==> src/verilog/adc_seq_pkg.sv <==
// constants, field layout and types shared by the conversion sequencer
// assumes a 32-bit classic wishbone slave with byte addresses
package adc_seq_pkg;
   // ***************
   // register map
   // ***************
   // printed offsets are not multiples of four: they are indices, byte address = 4 * index
   localparam logic [7:0]  IDX_CONTROL_STATUS = 8'h45;
   localparam logic [7:0]  IDX_RESULT_HIGH    = 8'h46;
   localparam logic [7:0]  IDX_RESULT_LOW     = 8'h47;
   localparam logic [7:0]  RESET_CONTROL      = 8'h00;
   localparam logic [9:0]  RESET_RESULT       = 10'h000;
   // ***************
   // control/status fields
   // ***************
   localparam int          BIT_DONE           = 7;
   localparam int          BIT_SPEED          = 6;
   localparam int          BIT_POWER_ON       = 5;
   localparam int          BIT_SLOW           = 4;
   localparam int          SELECT_MSB         = 3;
   // ***************
   // timing
   // ***************
   localparam int          CPU_CLOCK_HZ       = 25000000;
   localparam int          FAST_LIMIT_HZ      = 4000000;
   localparam int          CONV_CYCLES        = 12;
   localparam int          DIV_FULL           = 1;
   localparam int          DIV_HALF           = 2;
   localparam int          DIV_QUARTER        = 4;
   typedef enum logic [1:0] {IDLE, CONVERT} seq_state_type;
endpackage

==> src/verilog/conv_result_store.sv <==
// holds the two result bytes seen by software
// assumes the sequencer decides when to load
`timescale 1ns/10ps
`default_nettype none
module conv_result_store #(
   parameter int WIDTH = 10
) (
   // clock and reset
   input  wire logic             sys_clk,
   input  wire logic             arst_n,
   // load side
   input  wire logic             load,
   input  wire logic [WIDTH-1:0] loadData,
   // read side
   output logic      [WIDTH-1:0] resultData
);
   typedef struct packed {
      logic [WIDTH-1:0] data;
   } store_type;
   store_type state_r;
   store_type state_nxt;

   always_comb begin
      state_nxt = state_r;
      if (load) begin
         state_nxt.data = loadData;
      end
   end

   always_ff @(posedge sys_clk or negedge arst_n) begin
      if (!arst_n) begin
         state_r.data <= WIDTH'(adc_seq_pkg::RESET_RESULT);
      end else begin
         state_r <= state_nxt;
      end
   end

   assign resultData = state_r.data;
endmodule
`default_nettype wire

==> src/verilog/adc_conversion_sequencer.sv <==
// control side of a 10-bit successive approximation converter
// assumes the analog core delivers an unclamped 10-bit code on convCode, sampled at end of conversion
`timescale 1ns/10ps
`default_nettype none
// Function
// - an input above the high reference reports full scale ff/03 with no overflow flag.
// - an input below the low reference reports zero in both result registers.
// - setting power-on starts conversion, repeated continuously on the selected input.
// - each finished conversion sets the done flag at bit 7 and stores the result unless locked.
// - reading the high result or writing control/status clears the done flag.
// - writing a new input select aborts the conversion, clears done and restarts.
// - reading the low result locks both result registers.
// - reading the high result or clearing power-on unlocks the results.
// - while locked, finished conversions do not overwrite the results.
// - clearing power-on disables the converter and stops any conversion.
// - slow and speed select cpu/2, cpu, cpu/4 or cpu/2 as converter clock.
// - the four-bit select field picks analog input 0 to 15.
// - high result holds bits 9:2, low result holds bits 1:0 with zero above.
// - done is read only, the other control bits are read and write.
// - wait mode has no effect, halt mode disables the converter.
module adc_conversion_sequencer #(
   parameter int CONV_CYCLES = adc_seq_pkg::CONV_CYCLES
) (
   // clock and reset
   input  wire logic        sys_clk,
   input  wire logic        arst_n,
   // wishbone slave
   input  wire logic        wb_cyc_i,
   input  wire logic        wb_stb_i,
   input  wire logic        wb_we_i,
   input  wire logic [31:0] wb_adr_i,
   input  wire logic [3:0]  wb_sel_i,
   input  wire logic [31:0] wb_dat_i,
   output logic      [31:0] wb_dat_o,
   output logic             wb_ack_o,
   output logic             wb_err_o,
   // cpu power modes
   input  wire logic        haltMode,
   input  wire logic        waitMode,
   // analog core
   output logic             converterPowerOn,
   output logic [3:0]       inputSelectField,
   output logic             sampleStart,
   input  wire logic        aboveHighReference,
   input  wire logic        belowLowReference,
   input  wire logic [9:0]  convCode
);
   // ***************
   // state
   // ***************
   typedef struct packed {
      logic [7:0]                 control;
      logic                       done;
      logic                       locked;
      adc_seq_pkg::seq_state_type seq;
      logic [1:0]                 divCount;
      logic [7:0]                 convCount;
      logic                       ack;
      logic                       err;
      logic [31:0]                rdata;
      logic                       start;
      logic                       halt1;
      logic                       halt2;
      logic                       over1;
      logic                       over2;
      logic                       under1;
      logic                       under2;
      logic [9:0]                 code1;
      logic [9:0]                 code2;
   } seq_type;
   seq_type state_r;
   seq_type state_nxt;

   logic       storeLoad;
   logic [9:0] storeIn;
   logic [9:0] result;

   // last divider count of a converter clock period, one less than the period in cpu cycles
   function automatic logic [1:0] divTop(input logic slow, input logic speed);
      logic [1:0] top;
      top = 2'(adc_seq_pkg::DIV_HALF - 1);
      if (!slow && speed) begin
         top = 2'(adc_seq_pkg::DIV_FULL - 1);
      end else if (slow && !speed) begin
         top = 2'(adc_seq_pkg::DIV_QUARTER - 1);
      end
      return top;
   endfunction

   // final code after reference clamping
   function automatic logic [9:0] clampCode(input logic over, input logic under,
                                            input logic [9:0] code);
      logic [9:0] value;
      value = code;
      if (over) begin
         value = 10'h3ff;
      end else if (under) begin
         value = 10'h000;
      end
      return value;
   endfunction

   conv_result_store #(
      .WIDTH      (10)
   ) u_store (
      .sys_clk    (sys_clk),
      .arst_n     (arst_n),
      .load       (storeLoad),
      .loadData   (storeIn),
      .resultData (result)
   );

   // ***************
   // next state
   // ***************
   logic        access;
   logic        isControl;
   logic        isHigh;
   logic        isLow;
   logic        mapped;
   logic        running;
   logic        convTick;
   logic        convEnd;
   logic [7:0]  wrByte;
   logic [29:0] ctrlIdx;

   always_comb begin
      state_nxt = state_r;
      storeLoad = 1'b0;
      storeIn   = clampCode(state_r.over2, state_r.under2, state_r.code2);
      // full word index compared, so no register shows up again higher in the map
      ctrlIdx   = wb_adr_i[31:2];
      // a new request is only taken while ack is low, giving one ack per access
      access    = wb_cyc_i && wb_stb_i && !state_r.ack && !state_r.err;
      isControl = (ctrlIdx == 30'(adc_seq_pkg::IDX_CONTROL_STATUS));
      isHigh    = (ctrlIdx == 30'(adc_seq_pkg::IDX_RESULT_HIGH));
      isLow     = (ctrlIdx == 30'(adc_seq_pkg::IDX_RESULT_LOW));
      mapped    = isControl || isHigh || isLow;
      wrByte    = wb_dat_i[7:0];
      state_nxt.ack   = access && mapped;
      state_nxt.err   = access && !mapped;
      state_nxt.start = 1'b0;
      // pin level synchronisers
      state_nxt.halt1  = haltMode;
      state_nxt.halt2  = state_r.halt1;
      state_nxt.over1  = aboveHighReference;
      state_nxt.over2  = state_r.over1;
      state_nxt.under1 = belowLowReference;
      state_nxt.under2 = state_r.under1;
      state_nxt.code1  = convCode;
      state_nxt.code2  = state_r.code1;
      // wait mode is ignored on purpose: the converter keeps running
      running  = state_r.control[adc_seq_pkg::BIT_POWER_ON] && !state_r.halt2;
      convTick = (state_r.divCount == divTop(state_r.control[adc_seq_pkg::BIT_SLOW],
                                             state_r.control[adc_seq_pkg::BIT_SPEED]));
      convEnd  = convTick && (state_r.convCount == 8'(CONV_CYCLES - 1));

      // sequencer
      unique case (state_r.seq)
         adc_seq_pkg::IDLE: begin
            state_nxt.divCount  = '0;
            state_nxt.convCount = '0;
            if (running) begin
               state_nxt.seq   = adc_seq_pkg::CONVERT;
               state_nxt.start = 1'b1;
            end
         end
         adc_seq_pkg::CONVERT: begin
            state_nxt.divCount = convTick ? 2'b00 : state_r.divCount + 2'b01;
            if (convTick) begin
               state_nxt.convCount = state_r.convCount + 8'h01;
            end
            if (!running) begin
               state_nxt.seq = adc_seq_pkg::IDLE;
            end else if (convEnd) begin
               // restart at once for continuous conversion
               state_nxt.convCount = '0;
               state_nxt.start     = 1'b1;
               state_nxt.done      = 1'b1;
               if (!state_r.locked) begin
                  storeLoad = 1'b1;
               end
            end
         end
         default: begin
            state_nxt.seq = adc_seq_pkg::IDLE;
         end
      endcase

      // bus reads: clears take lower priority than a completing conversion
      if (access && !wb_we_i) begin
         state_nxt.rdata = '0;
         if (isControl) begin
            state_nxt.rdata[7:0] = {state_r.done, state_r.control[6:0]};
         end else if (isHigh) begin
            state_nxt.rdata[7:0] = result[9:2];
            state_nxt.locked     = 1'b0;
            if (!(state_r.seq == adc_seq_pkg::CONVERT && running && convEnd)) begin
               state_nxt.done = 1'b0;
            end
         end else if (isLow) begin
            state_nxt.rdata[7:0] = {6'h00, result[1:0]};
            state_nxt.locked     = 1'b1;
         end
      end

      // bus writes to control/status, byte lane 0 only
      if (access && wb_we_i && isControl && wb_sel_i[0]) begin
         state_nxt.control[6:0] = wrByte[6:0];
         if (!(state_r.seq == adc_seq_pkg::CONVERT && running && convEnd)) begin
            state_nxt.done = 1'b0;
         end
         if (wrByte[3:0] != state_r.control[3:0]) begin
            // abort and restart on the new input, new conversion ends later so clear wins
            state_nxt.done      = 1'b0;
            state_nxt.divCount  = '0;
            state_nxt.convCount = '0;
            state_nxt.seq       = adc_seq_pkg::IDLE;
            // an aborted conversion must not leave a start pulse behind the restart
            state_nxt.start     = 1'b0;
            storeLoad           = 1'b0;
         end
         if (!wrByte[adc_seq_pkg::BIT_POWER_ON]) begin
            state_nxt.locked = 1'b0;
            state_nxt.seq    = adc_seq_pkg::IDLE;
            state_nxt.start  = 1'b0;
         end
      end
   end

   // ***************
   // registers
   // ***************
   always_ff @(posedge sys_clk or negedge arst_n) begin
      if (!arst_n) begin
         state_r         <= '0;
         state_r.control <= adc_seq_pkg::RESET_CONTROL;
         state_r.seq     <= adc_seq_pkg::IDLE;
      end else begin
         state_r <= state_nxt;
      end
   end

   // ***************
   // outputs
   // ***************
   assign wb_ack_o         = state_r.ack;
   assign wb_err_o         = state_r.err;
   assign wb_dat_o         = state_r.rdata;
   assign converterPowerOn = running;
   assign inputSelectField = state_r.control[adc_seq_pkg::SELECT_MSB:0];
   assign sampleStart      = state_r.start;
endmodule
`default_nettype wire

==> config.mk <==
export PLATFORM = sky130hd
export DESIGN_NAME = adc_conversion_sequencer
export DESIGN_NICKNAME = d
export VERILOG_FILES = /design/src/verilog/adc_seq_pkg.sv /design/src/verilog/conv_result_store.sv /design/src/verilog/adc_conversion_sequencer.sv
export SDC_FILE = /design/constraint.sdc
export NUM_CORES = 1
export LEC_CHECK = 0
export BUFFER_PORTS_ARGS = -buffer_cell sky130_fd_sc_hd__buf_2
export CAP_MARGIN = 20
export CORE_MARGIN = 3
export CORE_UTILIZATION = 45
export CTS_CLUSTER_DIAMETER = 50
export DETAILED_ROUTE_END_ITERATION = 12
export MAX_ROUTING_LAYER = met4
export PLACE_DENSITY = 0.75
export SYNTH_ARGS = -nofsm -noshare
export SYNTH_HDL_FRONTEND = slang
export SYNTH_HIERARCHICAL = 1
export SYNTH_SLANG_ARGS = --single-unit
==> constraint.sdc <==
create_clock -name sys_clk -period 8 [get_ports sys_clk]
set_clock_uncertainty 0.2 [all_clocks]
set_input_delay 2.4 -clock sys_clk [delete_from_list [all_inputs] [get_ports sys_clk]]
set_output_delay 2.4 -clock sys_clk [all_outputs]
set_load 0.01 [all_outputs]
==> impl_metrics.py <==
metrics = {
    "timing": {
        "timing.slew.headroom": 0.378,
        "setup_violations": 0,
        "finalHoldViolations": 0,
        "period_share": 0.602,
        "tns_ns": 0,
        "worst_pin_slew_ns": 0.925,
        "clock.fmax_mhz": 208,
        "slew_viol_final": 0,
        "grt_setup_unrepaired": "no",
        "min_period_ns": 4.82,
    },
    "pwr": {
        "p_clk_frac": 0.420,
        "seqPwrFrac": 0.523,
        "p_comb_frac": 0.057,
        "power_uw": 681,
        "ir_drop_v": 0.000127,
        "p_int_uw": 516,
        "p_sw_uw": 165,
        "p_leak_uw": 0.00186,
        "swShare": 0.242,
        "power_density_nw_per_um2": 187,
    },
    "yosys": {
        "yosysUniqueCellTypes": 51,
        "synth_cells": 262,
        "synth.avg_cell_area_um2": 12.1,
        "yosysSeqAreaShare": 0.536,
        "ys_ff_latch": 68,
        "synth_area_um2": 3180,
        "yosys_warnings": 6,
        "synth_edf_count": 0,
        "synth_top_flop_cell": "dfrtp_1",
        "synthArstFlopShare": 1.00,
    },
    "route": {
        "vias": 2047,
        "drtIter0Drc": 118,
        "dr.pass1.iters": 4,
        "drc": 0,
        "wire_per_inst_um": 13.2,
        "ant_nets": 0,
        "routed_wl_um": 5600,
        "via_per_inst": 4.82,
    },
    "grt": {
        "grt_pass1_vias": 1972,
        "grt-ovfl-total": 0,
        "track_usage": 0.147,
        "antenna_found_initial": 0,
        "grt_max_degree": 69,
        "grt_first_pass_wirelength_um": 9300,
    },
    "cells_and_area": {
        "layout_common_cells": "buf_2, dfrtp_1, conb_1, a21o_1, nor2_1",
        "num-nets-final": 415,
        "final_area_um2": 3640,
        "utilization": 0.551,
        "final_layout_size_suffix_gt1_frac": 0.352,
        "ff_latch_area_um2": 1700,
        "fillers": 594,
        "final_common_cell": "buf_2",
        "multi_input_area_um2": 1220,
        "area_delta_synth_final_pct": 14.5,
        "n_antenna_cell": 0,
    },
    "min_path": {
        "hold_path_depth": 0,
        "hold_path.class": "register to register",
    },
    "clock_tree": {
        "post_cts_buffers": 0,
        "ctsHtreeMaxLevel": 3,
        "clockBufferDepth": 2,
        "clkTransAtPathRegs_ns": 0.08,
        "clk_latency_ns": 0.34,
        "cts.sinks": 68,
        "cts_tree": "done",
        "holdBufCountCts": 0,
        "cts_buffers": 9,
        "root_buffer": "clkbuf_8",
        "cts_repair_resize_count": 0,
    },
    "die": {
        "die_w_um": 90.0,
        "die_h_um": 90.0,
        "die-area_um2": 8100,
        "core_um2": 6600,
        "initial_core_util": 0.481,
        "ios": 127,
        "row_count": 29,
    },
    "setup_path": {
        "worstPathArrival_ns": 4.84,
        "cp_max_fo": 8,
        "r2r_cells": 7,
        "crit_path_start_kind": "input port",
        "critPathCaptureType": "register",
        "worstSetupPathType": "input port to register",
        "rrSetupSlack_ns": 4.99,
        "cp.required_ns": 8.03,
    },
    "flow_run": {
        "max_cap_viol_count": 0,
    },
    "run_status": {
        "status": "completed",
    },
    "placed_design": {
        "dpl_cell_area_um2": 3430,
        "place_congestion": 0.774,
        "place.port_buffers": 71,
        "dp_hpwl_um": 4010,
    },
}
-- cell usage after synthesis, types with 2 or more instances --
cell type / count / area share
nand2b_1: 4 / 0.0079
o31a_2: 2 / 0.0063
buf_4: 36 / 0.085
a21oi_1: 8 / 0.013
nor4_1: 9 / 0.018
mux2_2: 7 / 0.025
nand4b_1: 2 / 0.0055
xor2_1: 7 / 0.019
nand4_1: 4 / 0.0079
nor3_1: 2 / 0.0032
mux2i_1: 3 / 0.0095
clkbuf_1: 3 / 0.0035
a21o_1: 16 / 0.038
nor4b_1: 2 / 0.0055
inv_1: 5 / 0.0059
o31ai_1: 2 / 0.0047
nor2_1: 16 / 0.019
mux2_4: 10 / 0.047
a22o_1: 5 / 0.014
nor2b_1: 3 / 0.0059
dfrtp_1: 68 / 0.54
nand3_1: 5 / 0.0079
o21ai_0: 6 / 0.0095
nand2_1: 6 / 0.0071
buf_6: 3 / 0.011
xnor2_1: 3 / 0.0083
-- cell type report --
type / count / share of cell area
Multi-Input combinational cell: 169 / 0.336
Tap cell: 93 / 0.0320
Clock buffer: 9 / 0.0341
Timing Repair Buffer: 73 / 0.102
Inverter: 6 / 0.00619
Clock inverter: 7 / 0.0220
Sequential cell: 68 / 0.468
-- metal layers --
| layer | share of wire | vias up | global-route usage |
|---|---|---|---|
| met5 | 0 | - | - |
| met4 | 0.016 | 0 | 0.0497 |
| met3 | 0.084 | 10 | 0.0659 |
| met2 | 0.47 | 85 | 0.220 |
| met1 | 0.43 | 945 | 0.177 |
| li1 | - | 1007 | - |
-- flip-flops by register name, indices dropped and copies added, names as in the netlist --
signal	cells
state_nxt	13
wb_ack_o	1
sampleStart	1
inputSelectField	4
u_store/resultData	10
wb_err_o	1
wb_dat_o	8
state_r	30
-- worst max-delay path, cell delays in order --
cell	delay, ns
buf_2	0.10
nor4_1	0.29
nand4_1	0.30
nor4_2	0.90
or4_1	0.26
nor2_1	0.10
buf_4	0.20
mux2_4	0.30
-- cells by family (layout without fill, tap and decap cells) --
kind of cell             count (synthesis)  after routing  share of synthesized area
adder cells (fa/ha/maj)                  1              1                    0.00394
other                                    1             25                    0.00118
XOR/XNOR                                10             10                     0.0276
buffers and inverters                   49             95                      0.108
flip-flops                              68             68                      0.536
AND/OR/NAND/NOR                         64             64                      0.126
multiplexers                            20             20                     0.0815
AO/OA/AOI/OAI                           49             49                      0.117
-- power groups by stage --
stage | Combinational [uW] | Sequential (uW) | Clock (uW)
6_report | 38.5 | 356 | 286
2_1_floorplan | 26.1 | 361 | 0
4_1_cts | 38.8 | 356 | 294
3_5_place_dp | 38.7 | 363 | 0
3_3_place_gp | 37.8 | 363 | 0
5_1_grt | 44.0 | 357 | 308
-- path summary, 6_finish.rpt --
| kind | start | to |
|---|---|---|
| max | wb_adr_i[19] | u_store/resultData[8] |
| min | state_nxt[0] | state_r[0] |
| max reg2reg | wb_ack_o | u_store/resultData[8] |
| min reg2reg | state_nxt[0] | state_r[0] |
| max in group asynchronous | arst_n | state_nxt[8] |
| min in group asynchronous | arst_n | state_r[22] |
-- stage by stage --
stage | worst slack (ns) | hold WS, ns | instances
2_1_floorplan | 3.50 | 0.131 | 286
3_3_place_gp | 2.70 | 0.134 | 408
3_5_place_dp | 2.69 | 0.135 | 408
4_1_cts | 3.02 | 0.152 | 424
5_1_grt | 3.04 | 0.155 | 425
6_report | 3.18 | 0.149 | 425
Power figures use the tool's default switching activity.
